===== config.mk =====
export PLATFORM = sky130hd
export DESIGN_NAME = ebc_top
export DESIGN_NICKNAME = d
export VERILOG_FILES = /design/src/ebc_pkg.sv /design/src/ebc_top.sv
export VERILOG_INCLUDE_DIRS = /design/src /design/src/src
export SDC_FILE = /design/constraint.sdc
export NUM_CORES = 1
export LEC_CHECK = 0
export BUFFER_PORTS_ARGS = -buffer_cell sky130_fd_sc_hd__buf_2
export CORE_MARGIN = 2
export CORE_UTILIZATION = 57
export CTS_CLUSTER_SIZE = 25
export DETAILED_ROUTE_END_ITERATION = 6
export PLACE_DENSITY = 0.82
export SYNTH_ARGS = -nofsm -noshare
export SYNTH_HDL_FRONTEND = slang
export SYNTH_SLANG_ARGS = --single-unit

===== constraint.sdc =====
create_clock -name clk_i -period 4 [get_ports clk_i]
set_input_delay 0.8 -clock clk_i [delete_from_list [all_inputs] [get_ports clk_i]]
set_output_delay 0.8 -clock clk_i [all_outputs]
set_load 0.03 [all_outputs]

===== src/ebc_params.svh =====
// Offsets, field positions, reset values and cycle counts of the expansion bus controller
`ifndef EBC_PARAMS_SVH
`define EBC_PARAMS_SVH
`define EBC_OFF_CFG      32'h0000_007C
`define EBC_OFF_CMD      32'h0000_0080
`define EBC_OFF_AD       32'h0000_0088
`define EBC_OFF_STAT     32'h0000_008C
`define EBC_CFG_HALT_EN  31
`define EBC_CFG_RESUME   30
`define EBC_CFG_FAST     28
`define EBC_CFG_TMO_HI   25
`define EBC_CFG_TMO_LO   22
`define EBC_CFG_SLAVE16  19
`define EBC_CFG_INC      18
`define EBC_CFG_LATCH    17
`define EBC_CFG_TIMER_ENABLE_N_N   16
`define EBC_CFG_MASK     32'hD3FF_0000
`define EBC_CFG_RST      32'h0000_0000
`define EBC_CMD_RST      32'h0000_0000
`define EBC_AD_RST       32'h0000_0000
`define EBC_CMD_CNT_HI   31
`define EBC_CMD_CNT_LO   17
`define EBC_CMD_WRN      16
`define EBC_ST_ACTIVE    0
`define EBC_ST_TI        1
`define EBC_ST_FE        2
`define EBC_ADDR_CLKS    4'h2
`define EBC_GAP_FAST     4'h1
`define EBC_GAP_NORM     4'h2
`define EBC_GAP_INC_WR   4'h3
`define EBC_GAP_INC_RD   4'h4
`define EBC_IMM_MAX      15'h0004
`define EBC_WORD_STEP    32'h0000_0004
`endif


===== src/ebc_pkg.sv =====
// Types of the expansion bus controller
package ebc_pkg;
   typedef enum logic [7:0] {
      ST_IDLE  = 8'h01,
      ST_FETCH = 8'h02,
      ST_ADDR  = 8'h04,
      ST_DATA  = 8'h08,
      ST_GAP   = 8'h10,
      ST_STORE = 8'h20,
      ST_HALT  = 8'h40,
      ST_FIN   = 8'h80
   } ebc_state_t;

   typedef struct packed {
      logic        req;
      logic        we;
      logic [31:0] addr;
      logic [31:0] wdata;
   } ebc_dma_t;

   typedef struct packed {
      logic        addr_latch_n;
      logic        byte_high_n;
      logic        upper_strobe_write_n;
      logic        lower_strobe_read_n;
      logic        read_write_n;
      logic        ad_oe_n;
      logic [15:0] ad;
   } ebc_pins_t;
endpackage


===== src/ebc_top.sv =====
// Expansion bus transfer controller with Wishbone registers and DMA port
`timescale 1ns/1ps
`include "ebc_params.svh"

module ebc_top
   import ebc_pkg::*;
#(
   parameter int unsigned TMO_W = 4
)(
   input  wire logic        clk_i,
   input  wire logic        rst_i,
   input  wire logic        wb_cyc_i,
   input  wire logic        wb_stb_i,
   input  wire logic        wb_we_i,
   input  wire logic [31:0] wb_adr_i,
   input  wire logic [3:0]  wb_sel_i,
   input  wire logic [31:0] wb_dat_i,
   output logic      [31:0] wb_dat_o,
   output logic             wb_ack_o,
   output ebc_dma_t         dma_o,
   input  wire logic        dma_ack_i,
   input  wire logic [31:0] dma_rdata_i,
   output ebc_pins_t        ebus_o,
   input  wire logic [15:0] ad_i,
   input  wire logic        target_ack_ready_i,
   input  wire logic        ext_halt_i
);
   if (TMO_W != 4) begin : g_chk
      $error("TMO_W must match the 4-bit timeout field");
   end

   // ------------------------------------------------------------
   // Synchronisers
   // ------------------------------------------------------------
   logic        ack_m_ff, ack_s_ff, halt_m_ff, halt_s_ff;
   logic [15:0] ad_m_ff, ad_s_ff;

   // two flops on every pin input
   always_ff @(posedge clk_i) begin
      if (rst_i) begin
         ack_m_ff  <= 1'b1;
         ack_s_ff  <= 1'b1;
         halt_m_ff <= 1'b1;
         halt_s_ff <= 1'b1;
         ad_m_ff   <= 16'h0000;
         ad_s_ff   <= 16'h0000;
      end else begin
         ack_m_ff  <= target_ack_ready_i;
         ack_s_ff  <= ack_m_ff;
         halt_m_ff <= ext_halt_i;
         halt_s_ff <= halt_m_ff;
         ad_m_ff   <= ad_i;
         ad_s_ff   <= ad_m_ff;
      end
   end

   // ------------------------------------------------------------
   // Registers and decode
   // ------------------------------------------------------------
   ebc_state_t  state_ff, nxt_state;
   logic [31:0] cfg_ff, cmd_ff, ad_ff, wbuf_ff, wb_dat_ff;
   logic        wb_ack_ff, start_ff, ti_ff, fe_ff;
   logic [15:0] taddr_ff;
   logic [3:0]  tmr_ff, init_lo_ff;
   logic [1:0]  bptr_ff;
   logic        block_ff, write_ff, addr_sent_ff;
   logic [31:0] wmask;

   for (genvar i = 0; i < 4; i++) begin : g_lane
      assign wmask[8*i +: 8] = {8{wb_sel_i[i]}};
   end

   wire wb_req  = wb_cyc_i & wb_stb_i;
   wire wb_wr   = wb_req & wb_we_i & wb_ack_ff;
   wire hit_cfg = wb_adr_i == `EBC_OFF_CFG;
   wire hit_cmd = wb_adr_i == `EBC_OFF_CMD;
   wire hit_ad  = wb_adr_i == `EBC_OFF_AD;
   wire hit_st  = wb_adr_i == `EBC_OFF_STAT;
   wire busy    = (state_ff != ST_IDLE) | start_ff;

   wire [31:0] new_cfg = ((cfg_ff & ~wmask) | (wb_dat_i & wmask)) & `EBC_CFG_MASK;
   wire [31:0] new_cmd = (cmd_ff & ~wmask) | (wb_dat_i & wmask);
   wire [31:0] new_ad  = (ad_ff & ~wmask) | (wb_dat_i & wmask);
   wire [14:0] new_cnt = new_cmd[`EBC_CMD_CNT_HI:`EBC_CMD_CNT_LO];
   wire        new_imm = (new_cnt != 15'h0000) & (new_cnt <= `EBC_IMM_MAX);
   wire [2:0]  new_end = {1'b0, new_cmd[1:0]} + new_cnt[2:0];
   wire        new_bad = new_imm & (new_end > 3'h4);
   // Commands written while a transfer runs are dropped
   wire        wr_cmd  = wb_wr & hit_cmd & ~busy;
   wire        cmd_go  = wr_cmd & (new_cnt != 15'h0000) & ~new_bad;
   wire        fe_set  = wr_cmd & new_bad;

   wire        halt_en = cfg_ff[`EBC_CFG_HALT_EN];
   wire        resume  = cfg_ff[`EBC_CFG_RESUME];
   wire        fast    = cfg_ff[`EBC_CFG_FAST];
   wire [3:0]  tmo     = cfg_ff[`EBC_CFG_TMO_HI:`EBC_CFG_TMO_LO];
   wire        slave16 = cfg_ff[`EBC_CFG_SLAVE16];
   wire        incr    = cfg_ff[`EBC_CFG_INC];
   wire        latch   = cfg_ff[`EBC_CFG_LATCH];
   wire        timer_enable_n_n  = cfg_ff[`EBC_CFG_TIMER_ENABLE_N_N];
   wire [14:0] cnt     = cmd_ff[`EBC_CMD_CNT_HI:`EBC_CMD_CNT_LO];
   wire        cmd_blk = cnt > `EBC_IMM_MAX;

   wire [31:0] stat_rd = {29'h0000_0000, fe_ff, ti_ff, state_ff != ST_IDLE};
   wire [31:0] rd_mux  = hit_cfg ? cfg_ff :
                         hit_cmd ? cmd_ff :
                         hit_ad  ? ad_ff  :
                         hit_st  ? stat_rd : 32'h0000_0000;

   // ------------------------------------------------------------
   // Cycle timing terms
   // ------------------------------------------------------------
   wire        two     = slave16 & ~bptr_ff[0] & (cnt > 15'h0001);
   wire [14:0] bp      = two ? 15'h0002 : 15'h0001;
   wire [1:0]  bp2     = two ? 2'h2 : 2'h1;
   wire        tmr_exp = tmr_ff == tmo;
   // latch style holds at expiry until ready is high
   wire        end_lat = tmr_exp & ((tmo == 4'h0) | ack_s_ff);
   // data-strobe style ends at expiry or on acknowledge
   wire        end_ds  = (tmr_exp & (~timer_enable_n_n | (tmo == 4'h0))) | ~ack_s_ff;
   wire        st_done = (state_ff == ST_DATA) & (latch ? end_lat : end_ds);
   // idle length; the fast bit is ignored with increment
   wire [3:0]  gap_len = incr ? (write_ff ? `EBC_GAP_INC_WR : `EBC_GAP_INC_RD) :
                         (fast ? `EBC_GAP_FAST : `EBC_GAP_NORM);
   // no new cycle while the target still holds its line low
   wire        gap_ok  = (tmr_ff >= gap_len - 4'h1) & ((tmo == 4'h0) | ack_s_ff);
   wire        adr_ok  = tmr_ff == `EBC_ADDR_CLKS - 4'h1;
   wire        halt_rq = block_ff & halt_en & ~halt_s_ff;
   wire        word_dn = (bptr_ff == 2'h0) | (cnt == 15'h0000);
   wire [2:0]  init_sm = {1'b0, init_lo_ff[3:2]} + {1'b0, init_lo_ff[1:0]};
   wire        aligned = (init_lo_ff[1:0] == 2'h0) | (init_sm == 3'h4);
   wire [7:0]  wbyte   = wbuf_ff[{bptr_ff, 3'h0} +: 8];
   wire [15:0] whalf   = wbuf_ff[{bptr_ff[1], 4'h0} +: 16];
   wire [7:0]  rbyte   = bptr_ff[0] ? ad_s_ff[15:8] : ad_s_ff[7:0];

   // ------------------------------------------------------------
   // Sequencer
   // ------------------------------------------------------------
   ebc_state_t nxt_cycle;

   // halt checks fall on cycle boundaries only
   always_comb begin
      if (halt_rq & resume) begin
         nxt_cycle = ST_HALT;
      end else if (halt_rq & (bptr_ff == 2'h0)) begin
         nxt_cycle = ST_FIN;
      end else if (block_ff & write_ff & (bptr_ff == 2'h0)) begin
         nxt_cycle = ST_FETCH;
      end else if (incr | ~addr_sent_ff) begin
         nxt_cycle = ST_ADDR;
      end else begin
         nxt_cycle = ST_DATA;
      end
   end

   always_comb begin
      nxt_state = state_ff;
      unique case (state_ff)
         ST_IDLE: begin
            if (start_ff) begin
               nxt_state = (cmd_blk & ~cmd_ff[`EBC_CMD_WRN]) ? ST_FETCH : ST_ADDR;
            end
         end
         ST_FETCH: begin
            if (dma_ack_i) begin
               nxt_state = (incr | ~addr_sent_ff) ? ST_ADDR : ST_DATA;
            end
         end
         ST_ADDR: begin
            if (adr_ok) begin
               nxt_state = ST_DATA;
            end
         end
         ST_DATA: begin
            if (st_done) begin
               nxt_state = ST_GAP;
            end
         end
         ST_GAP: begin
            if (gap_ok) begin
               if (word_dn & block_ff & ~write_ff) begin
                  nxt_state = ST_STORE;
               end else if (cnt == 15'h0000) begin
                  nxt_state = ST_FIN;
               end else begin
                  nxt_state = nxt_cycle;
               end
            end
         end
         ST_STORE: begin
            if (dma_ack_i) begin
               nxt_state = (cnt == 15'h0000) ? ST_FIN : nxt_cycle;
            end
         end
         ST_HALT: begin
            if (~halt_rq) begin
               nxt_state = nxt_cycle;
            end
         end
         ST_FIN: begin
            nxt_state = ST_IDLE;
         end
      endcase
   end

   // timer restarts on every state change
   always_ff @(posedge clk_i) begin
      if (rst_i | (state_ff != nxt_state)) begin
         tmr_ff <= 4'h0;
      end else if (~((state_ff == ST_DATA) & tmr_exp) & (tmr_ff != 4'hF)) begin
         tmr_ff <= tmr_ff + 4'h1;
      end
   end

   // ------------------------------------------------------------
   // Software registers and flags
   // ------------------------------------------------------------
   always_ff @(posedge clk_i) begin
      if (rst_i) begin
         wb_ack_ff <= 1'b0;
         wb_dat_ff <= 32'h0000_0000;
         cfg_ff    <= `EBC_CFG_RST;
         start_ff  <= 1'b0;
         ti_ff     <= 1'b0;
         fe_ff     <= 1'b0;
      end else begin
         wb_ack_ff <= wb_req & ~wb_ack_ff;
         wb_dat_ff <= rd_mux;
         start_ff  <= cmd_go;
         if (wb_wr & hit_cfg) begin
            cfg_ff <= new_cfg;
         end
         // set wins over a same-cycle write-one clear
         ti_ff <= ((state_ff == ST_DATA) & tmr_exp & (latch | ~timer_enable_n_n)) |
                  (ti_ff & ~(wb_wr & hit_st & wb_sel_i[0] & wb_dat_i[`EBC_ST_TI]));
         fe_ff <= fe_set |
                  (fe_ff & ~(wb_wr & hit_st & wb_sel_i[0] & wb_dat_i[`EBC_ST_FE]));
      end
   end

   // ------------------------------------------------------------
   // Transfer datapath
   // ------------------------------------------------------------
   always_ff @(posedge clk_i) begin
      if (rst_i) begin
         state_ff     <= ST_IDLE;
         cmd_ff       <= `EBC_CMD_RST;
         ad_ff        <= `EBC_AD_RST;
         wbuf_ff      <= 32'h0000_0000;
         taddr_ff     <= 16'h0000;
         bptr_ff      <= 2'h0;
         init_lo_ff   <= 4'h0;
         block_ff     <= 1'b0;
         write_ff     <= 1'b0;
         addr_sent_ff <= 1'b0;
      end else begin
         state_ff <= nxt_state;
         if (wr_cmd) begin
            cmd_ff <= new_cmd;
         end
         if (wb_wr & hit_ad & ~busy) begin
            ad_ff <= new_ad;
         end
         // load from the command and address/data words
         if ((state_ff == ST_IDLE) & start_ff) begin
            block_ff     <= cmd_blk;
            write_ff     <= ~cmd_ff[`EBC_CMD_WRN];
            taddr_ff     <= cmd_ff[15:0];
            bptr_ff      <= cmd_ff[1:0];
            init_lo_ff   <= {cmd_ff[`EBC_CMD_CNT_LO+1:`EBC_CMD_CNT_LO], cmd_ff[1:0]};
            wbuf_ff      <= ad_ff;
            addr_sent_ff <= 1'b0;
         end
         if (((state_ff == ST_FETCH) | (state_ff == ST_STORE)) & dma_ack_i) begin
            ad_ff <= ad_ff + `EBC_WORD_STEP;
            if (state_ff == ST_FETCH) begin
               wbuf_ff <= dma_rdata_i;
            end
         end
         if ((state_ff == ST_ADDR) & adr_ok) begin
            addr_sent_ff <= 1'b1;
         end
         if (state_ff == ST_HALT) begin
            addr_sent_ff <= 1'b0;
         end
         // live remaining count after every data phase
         if (st_done) begin
            cmd_ff[`EBC_CMD_CNT_HI:`EBC_CMD_CNT_LO] <= cnt - bp;
            bptr_ff <= bptr_ff + bp2;
            if (incr) begin
               taddr_ff <= taddr_ff + {14'h0000, bp2};
            end
            if (~write_ff & two) begin
               wbuf_ff[{bptr_ff[1], 4'h0} +: 16] <= ad_s_ff;
            end else if (~write_ff) begin
               wbuf_ff[{bptr_ff, 3'h0} +: 8] <= rbyte;
            end
         end
         if ((state_ff == ST_FIN) & ~write_ff) begin
            if (~block_ff) begin
               ad_ff <= wbuf_ff;
            // unaligned read block points one word further
            end else if (~aligned) begin
               ad_ff <= ad_ff + `EBC_WORD_STEP;
            end
         end
      end
   end

   // ------------------------------------------------------------
   // Pin outputs one cycle behind the state; DMA request registered from the next state
   // ------------------------------------------------------------
   ebc_pins_t nxt_pins;
   ebc_dma_t  nxt_dma;
   wire       s_adr = state_ff == ST_ADDR;
   wire       s_dat = state_ff == ST_DATA;
   wire       hi_ln = two | bptr_ff[0];
   wire       lo_ln = two | ~bptr_ff[0];
   wire       in_tr = ~((state_ff == ST_IDLE) | (state_ff == ST_FIN) |
                        (state_ff == ST_HALT));

   always_comb begin
      nxt_pins.addr_latch_n = ~(s_adr | s_dat | (~incr & addr_sent_ff & in_tr));
      nxt_pins.byte_high_n  = ~(latch & hi_ln & (s_adr | s_dat));
      // lines float unless address or write data is driven
      nxt_pins.ad_oe_n      = ~(s_adr | (write_ff & s_dat));
      nxt_pins.ad           = s_adr ? taddr_ff : (two ? whalf : {wbyte, wbyte});
      nxt_pins.read_write_n = ~(write_ff & in_tr & ~latch);
      if (latch) begin
         nxt_pins.upper_strobe_write_n = ~(s_dat & write_ff);
         nxt_pins.lower_strobe_read_n  = ~(s_dat & ~write_ff);
      end else begin
         nxt_pins.upper_strobe_write_n = ~(s_dat & hi_ln);
         nxt_pins.lower_strobe_read_n  = ~(s_dat & lo_ln);
      end
      nxt_dma.req   = ((nxt_state == ST_FETCH) | (nxt_state == ST_STORE)) & ~dma_ack_i;
      nxt_dma.we    = nxt_state == ST_STORE;
      nxt_dma.addr  = ad_ff;
      nxt_dma.wdata = wbuf_ff;
   end

   always_ff @(posedge clk_i) begin
      if (rst_i) begin
         ebus_o <= '{addr_latch_n: 1'b1, byte_high_n: 1'b1, upper_strobe_write_n: 1'b1,
                     lower_strobe_read_n: 1'b1, read_write_n: 1'b1, ad_oe_n: 1'b1,
                     ad: 16'h0000};
         dma_o  <= '0;
      end else begin
         ebus_o <= nxt_pins;
         dma_o  <= nxt_dma;
      end
   end

   assign wb_ack_o = wb_ack_ff;
   assign wb_dat_o = wb_dat_ff;
endmodule


==> qor.log, run 1 <==
[timing] RSZ-0062 raised after global routing no
[timing] final clock skew 0.0289 ns
[routing] ratio of routed vias to standard cells 6.45
[pwr] worst vdd ir 0.447 mV
[setup_path] required time of the critical path 4.45 ns
[synthesis] synthesis-stage register bit count 306
[placed_design] DPL Wire Length 37.4 mm
[floorplanning] height of the die 165 um
[routing] number of design-rule violations left by the first detailed-router iteration 2013
[routing] vias 14851
[setup_path] arrival time of data at the critical path endpoint 4.15 ns
[synthesis] Yosys warnings 0
[routing] DRC violations left 6
[job] count of max-cap constraint violations 0
[clock_network] insertion delay to the later sink of the worst-skew pair 0.54 ns
[routing] drt wl/cell 22.5 um
[timing] worst slew margin relative to its limit 24.4%
[floorplanning] Placement Rows 58
[clock_network] clock root buffer clkbuf_16
[synthesis] fraction of the yosys area taken by sequential cells 41.7%
[synthesis] Cell Area, Synth 0.0147 mm2
[synthesis] post-synthesis async set-or-reset flop share 0%
[synthesis] Post-Syn Area per Cell 8.31 um2
[setup_path] setup slack of the most critical reg-to-reg path 0.30 ns
[synthesis] synthesized instance count 1769
[grt] sum of overflow across all layers after global routing 0
[final_layout] layout cell share with drive strength beyond 1 20.3%
[setup_path] Worst setup EP type flop
[synthesis] number of enable flip-flop cells after synthesis 0
[setup_path] Max FO, Critical Path 8
[timing] Setup TNS Final 0 ns
[pwr] Lkg Pwr 6.73 nW
[setup_path] WP buf/inv 1
[clock_network] clock tree from TritonCTS yes
[clock_network] Clock H-tree levels 2
[timing] final setup violation count 0
[timing] maximum clock rate 0.270 GHz
[pwr] ratio of total power to cell area 378 mW/mm2
[timing] hold_ws 0.416 ns
[clock_network] maximum clock insertion buffer count 3
[timing] total count of max-transition violations in the final report 0
[placed_design] IO buf count 244
[grt] first-pass GRT wire length 77.8 mm
[setup_path] Crit Path Category reg2reg
[min_path] path class of the lowest-slack min-delay path reg2reg
[final_layout] final core occ 68.2%
[timing] fin crit period 3.70 ns
[clock_network] number of gates resized after cts 0
[floorplanning] Die X-Extent 165 um
[final_layout] non-filler cells in the finished layout 2303
[timing] Tightest Pin Transition 1.13 ns
[clock_network] number of clock buffers inserted by TritonCTS 34
[floorplanning] core region area 0.0253 mm2
[setup_path] Critical Path Slowest Stage Cell or4_4
[status] violations in the final reports DRC
[setup_path] largest incremental delay on the critical path 0.56 ns
[grt] pin count of the biggest net entering global routing 92
[setup_path] cell family with most CP delay simple AND/OR/NAND/NOR gates
[clock_network] clock slew seen by the registers of the worst setup and hold paths 0.06 ns
[final_layout] Area Growth Syn to Fin 17.2%
[status] run status finished, violations left
[grt] total routing resource utilization after global routing 37.3%
[final_layout] commonest cells after routing, fill and taps aside 306 x dfxtp_1, 255 x nand2_1, 243 x buf_2
[grt] antenna violations before repair 1
[routing] Final Routed Wirelength 51.7 mm
[placed_design] Routability Congestion 1.05
[timing] share of the clock period used by the worst path 92.5%
[routing] antenna-violating nets left 0
[setup_path] nature of the critical path startpoint flop
[synthesis] most frequently used flop master after synthesis dfxtp_1
[setup_path] list of cells traversed by the critical path or4_4 -> nor4_4 -> a21oi_2 -> inv_1 -> ha_1 -> fa_1 -> nand3_1 -> nor3_1 -> and3_1 -> nand3_1 -> or4_1 -> a31oi_1
[timing] total count of hold-check failures in the final report 0
[final_layout] Final #Nets 2092
[floorplanning] Die Area 0.0271 mm2
[floorplanning] initial core utilization 58.2%
[synthesis] syn nets 1914
[clock_network] total clock sinks 306
[synthesis] number of different library cells in the post-synthesis netlist 83
[placed_design] dpl cells 2241
[floorplanning] top-level port count 245
[clock_network] post-cts hold buffer count 0
[setup_path] cell repeated most along the worst path nand3_1
[grt] via count of the first global-routing pass 13840
[routing] total iterations of the first detailed-routing run 7
[clock_network] number of setup buffers added after CTS 0
[final_layout] leading cell type in the layout, fill and taps excluded dfxtp_1
## per-stage QoR
stage / cell area, um2 / power (mW) / setup slack (ns)
floorplan: 14700 / 3.25 / 0.445
global placement: 16100 / 3.36 / 0.493
detailed placement: 16100 / 3.37 / 0.387
CTS: 17200 / 6.51 / 0.343
global route: 17200 / 6.66 / 0.0537
finish: 17200 / 6.51 / 0.298
## cells in the mapped netlist (all sizes together), types with 16 or more instances
library cell  instances  share of area [%]
o21ai                40                1.4
nor3                 35                1.2
mux2i                37                2.5
nor2                171                4.4
mux4                 16                2.5
nor2b               106                4.5
and3                 18               0.77
nor4                 30                1.5
a31oi                50                2.1
buf                  26               0.91
a22oi                41                2.1
nand2               257                6.6
dfxtp               306                 42
xor2                 18                1.1
mux2                 19                1.5
a21oi               140                4.8
clkbuf              105                2.7
ha                   17                1.4
nand4                17               0.72
nand3                65                2.2
o22ai                22                1.0
a222oi               22                1.5
inv                  37               0.94
xnor2                24                1.4
## metal layers
layer	vias up	global-route usage, %	wire [um]
met4	0	24.0	3590
met1	6938	46.8	19300
met5	-	0	0
li1	6628	-	-
met2	1020	58.0	23000
met3	265	8.51	5820
## area by class of cell
class                      count  area (um2)
fill                        2021        8020
multi-input combinational   1295        7930
timing repair buffer         273        1470
clock buffer                  44         958
tap                          330         413
clock inverter                17         191
inverter                      37         139
antenna                        1        2.50
sequential                   306        6130
## worst paths after layout
path / startpoint / to / depth (start not counted)
hold / removal: ack_m_ff / ack_s_ff / 1
setup / recovery: cmd_ff[21] / taddr_ff[14] / 12
setup reg to reg: cmd_ff[21] / taddr_ff[14] / 12
hold reg to reg: ack_m_ff / ack_s_ff / 1
## where the power goes
part           internal (mW)  switching, mW
sequential              3.07         0.0160
clock                   1.90           1.30
combinational         0.0827          0.141
total                   5.05           1.46
## state kept, by name, summed over array words and instances, names as in the netlist, 2 cells and up, named ones only
name        flops
cmd_ff         17
tmr_ff          4
ebus_o         22
wb_dat_o       32
wbuf_ff        32
dma_o          66
taddr_ff       16
ad_m_ff        16
ad_ff          32
init_lo_ff      4
bptr_ff         2
state_ff        8
ad_s_ff        16
## kinds of logic (layout without fill, tap and decap cells)
logic type      Yosys count  after routing  share of synthesized area (%)
simple gates            777            777                           25.9
compound gates          383            383                           16.9
flops                   306            306                           41.7
buf+inv                 168            371                           4.55
mux                      72             72                           6.48
xor+xnor                 42             42                           2.50
fa+ha+maj                21             21                           1.99
other cells               0              1                              0
## worst register-to-register path: stages (launching register included)
cell and delay, ns:
dfxtp_1 0.38, or4_4 0.56, nor4_4 0.32, a21oi_2 0.16
inv_1 0.18, ha_1 0.22, fa_1 0.23, nand3_1 0.17
nor3_1 0.37, and3_1 0.25, nand3_1 0.13, or4_1 0.49
a31oi_1 0.17
Note: power is estimated with default switching activity, not from simulation.
==> run 2: changes to the inputs <==
--- a/config.mk
+++ b/config.mk
@@ -6,12 +6,12 @@
 export SDC_FILE = /design/constraint.sdc
 export NUM_CORES = 1
 export LEC_CHECK = 0
-export BUFFER_PORTS_ARGS = -buffer_cell sky130_fd_sc_hd__buf_2
 export CORE_MARGIN = 2
-export CORE_UTILIZATION = 57
+export CORE_UTILIZATION = 59
 export CTS_CLUSTER_SIZE = 25
 export DETAILED_ROUTE_END_ITERATION = 6
-export PLACE_DENSITY = 0.82
+export DONT_BUFFER_PORTS = 1
+export PLACE_DENSITY = 0.76
 export SYNTH_ARGS = -nofsm -noshare
 export SYNTH_HDL_FRONTEND = slang
 export SYNTH_SLANG_ARGS = --single-unit
==> run 2 against run 1 <==
- the flow still finishes with violations (DRC)
- largest power group unchanged
- combinational power is 66% lower
- critical path type unchanged
- register-to-register slack better by 0.03 ns
- final area shrank 7.3%
- cell count is 11% lower
- sequential share of layout area increased by 2.8 points
- hold slack got worse by 0.11 ns
- critical path depth stayed put
==> qor.log, run 2 (same netlist as run 1, synthesis figures left out) <==
[status] run status finished, violations left
[status] violations in the final reports DRC
[grt] first-pass GRT wire length 75.5 mm
[timing] worst slew margin relative to its limit 38.1%
[timing] Tightest Pin Transition 0.929 ns
[final_layout] leading cell type in the layout, fill and taps excluded dfxtp_1
[setup_path] nature of the critical path startpoint flop
[setup_path] Critical Path Slowest Stage Cell or4_4
[setup_path] arrival time of data at the critical path endpoint 4.18 ns
[routing] vias 13762
[pwr] Lkg Pwr 5.57 nW
[clock_network] maximum clock insertion buffer count 3
[grt] sum of overflow across all layers after global routing 0
[setup_path] setup slack of the most critical reg-to-reg path 0.33 ns
[placed_design] DPL Wire Length 36.4 mm
[setup_path] Worst setup EP type flop
[pwr] ratio of total power to cell area 399 mW/mm2
[floorplanning] Placement Rows 57
[setup_path] launching point of the worst reg2reg path cmd_ff[21]
[setup_path] Max FO, Critical Path 8
[routing] Final Routed Wirelength 50.7 mm
[min_path] path class of the lowest-slack min-delay path in2reg
[clock_network] total clock sinks 306
[timing] final clock skew 0.0139 ns
[grt] pin count of the biggest net entering global routing 285
[setup_path] largest incremental delay on the critical path 0.56 ns
[clock_network] clock slew seen by the registers of the worst setup and hold paths 0.06 ns
[clock_network] clock root buffer clkbuf_16
[floorplanning] initial core utilization 60.3%
[setup_path] cell repeated most along the worst path nand3_1
[setup_path] WP buf/inv 1
[timing] Setup TNS Final 0 ns
[timing] total count of hold-check failures in the final report 0
[timing] maximum clock rate 0.272 GHz
[final_layout] layout cell share with drive strength beyond 1 8.93%
[floorplanning] height of the die 162 um
[floorplanning] Die Area 0.0262 mm2
[final_layout] Final #Nets 1844
[floorplanning] top-level port count 245
[final_layout] non-filler cells in the finished layout 2048
[setup_path] source of the critical timing path cmd_ff[21]
[setup_path] list of cells traversed by the critical path or4_4 -> nor4_4 -> a21oi_2 -> inv_1 -> ha_1 -> fa_1 -> nand3_1 -> nor3_1 -> and3_1 -> nand3_1 -> or4_1 -> a31oi_1
[clock_network] number of setup buffers added after CTS 0
[placed_design] IO buf count 0
[setup_path] required time of the critical path 4.50 ns
[final_layout] commonest cells after routing, fill and taps aside 306 x dfxtp_1, 255 x nand2_1, 170 x nor2_1
[final_layout] Area Growth Syn to Fin 8.69%
[clock_network] number of clock buffers inserted by TritonCTS 31
[grt] via count of the first global-routing pass 12393
[clock_network] number of gates resized after cts 0
[timing] share of the clock period used by the worst path 91.9%
[routing] number of design-rule violations left by the first detailed-router iteration 2287
[placed_design] Routability Congestion 0.965
[floorplanning] core region area 0.0244 mm2
[setup_path] Crit Path Category reg2reg
[final_layout] register bank with the most flops dma_o
[pwr] worst vdd ir 0.378 mV
[routing] drt wl/cell 24.8 um
[timing] fin crit period 3.67 ns
[clock_network] clock tree from TritonCTS yes
[grt] total routing resource utilization after global routing 37.2%
[job] count of max-cap constraint violations 0
[min_path] Min-Delay Startpoint rst_i
[clock_network] post-cts hold buffer count 0
[final_layout] number of diodes 0
[setup_path] cell family with most CP delay simple AND/OR/NAND/NOR gates
[routing] antenna-violating nets left 0
[clock_network] insertion delay to the later sink of the worst-skew pair 0.59 ns
[timing] total count of max-transition violations in the final report 0
[clock_network] Clock H-tree levels 1
[routing] total iterations of the first detailed-routing run 7
[final_layout] total of fill cells in the finished design 2005
[final_layout] number of flip-flops in the largest register 66
[placed_design] dpl cells 1990
[pwr] overall power 6.38 mW
[floorplanning] Die X-Extent 162 um
[routing] DRC violations left 15
[timing] final setup violation count 0
[routing] ratio of routed vias to standard cells 6.72
[grt] antenna violations before repair 1
[timing] RSZ-0062 raised after global routing no
[run 2: worst register-to-register path, cell delays in order (launching register included)]
cell	delay (ns)
dfxtp_1	0.38
or4_4	0.56
nor4_4	0.35
a21oi_2	0.11
inv_1	0.18
ha_1	0.22
fa_1	0.22
nand3_1	0.15
nor3_1	0.36
and3_1	0.26
nand3_1	0.15
or4_1	0.49
a31oi_1	0.16
[run 2: through the flow]
step                      cell area, um2  hold slack (ns)  utilization (%)  setup slack (ns)
after floorplan                    14700            0.389                -             0.445
after global placement             14800            0.399             60.8             0.487
after detailed placement           14800            0.396             60.8             0.414
after CTS                          16000            0.291             65.5             0.369
after global routing               16000            0.291             65.5            0.0369
final                              16000            0.304             65.5             0.325
[run 2: worst paths after layout]
path             endpoint  cells after the start
max          taddr_ff[14]                     12
min           state_ff[4]                      1
max reg2reg  taddr_ff[14]                     12
min reg2reg      ack_s_ff                      1
[run 2: cell type report]
cell class              instances  area, um2  share of cell area (%)
multi-input cells            1295       7930                    49.6
flip-flops and latches        306       6130                    38.3
clock buffers                  38        862                    5.39
well taps                     324        405                    2.54
clock inverters                20        283                    1.77
repair buffers                 28        235                    1.47
inverters                      37        139                   0.869
[run 2: routing by layer]
metal | GRT usage (%) | up-vias | wire (um)
met3 | 7.97 | 138 | 6750
met5 | 0 | - | 0
li1 | - | 6137 | -
met2 | 55.9 | 975 | 21900
met1 | 52.1 | 6512 | 19700
met4 | 15.4 | 0 | 2340
[run 2: where the power goes]
part           internal [mW]  switching (mW)  total, mW
Clock                   1.93            1.30       3.22
Combinational         0.0381          0.0390     0.0772
Sequential              3.07          0.0134       3.08
Total                   5.03            1.35       6.38
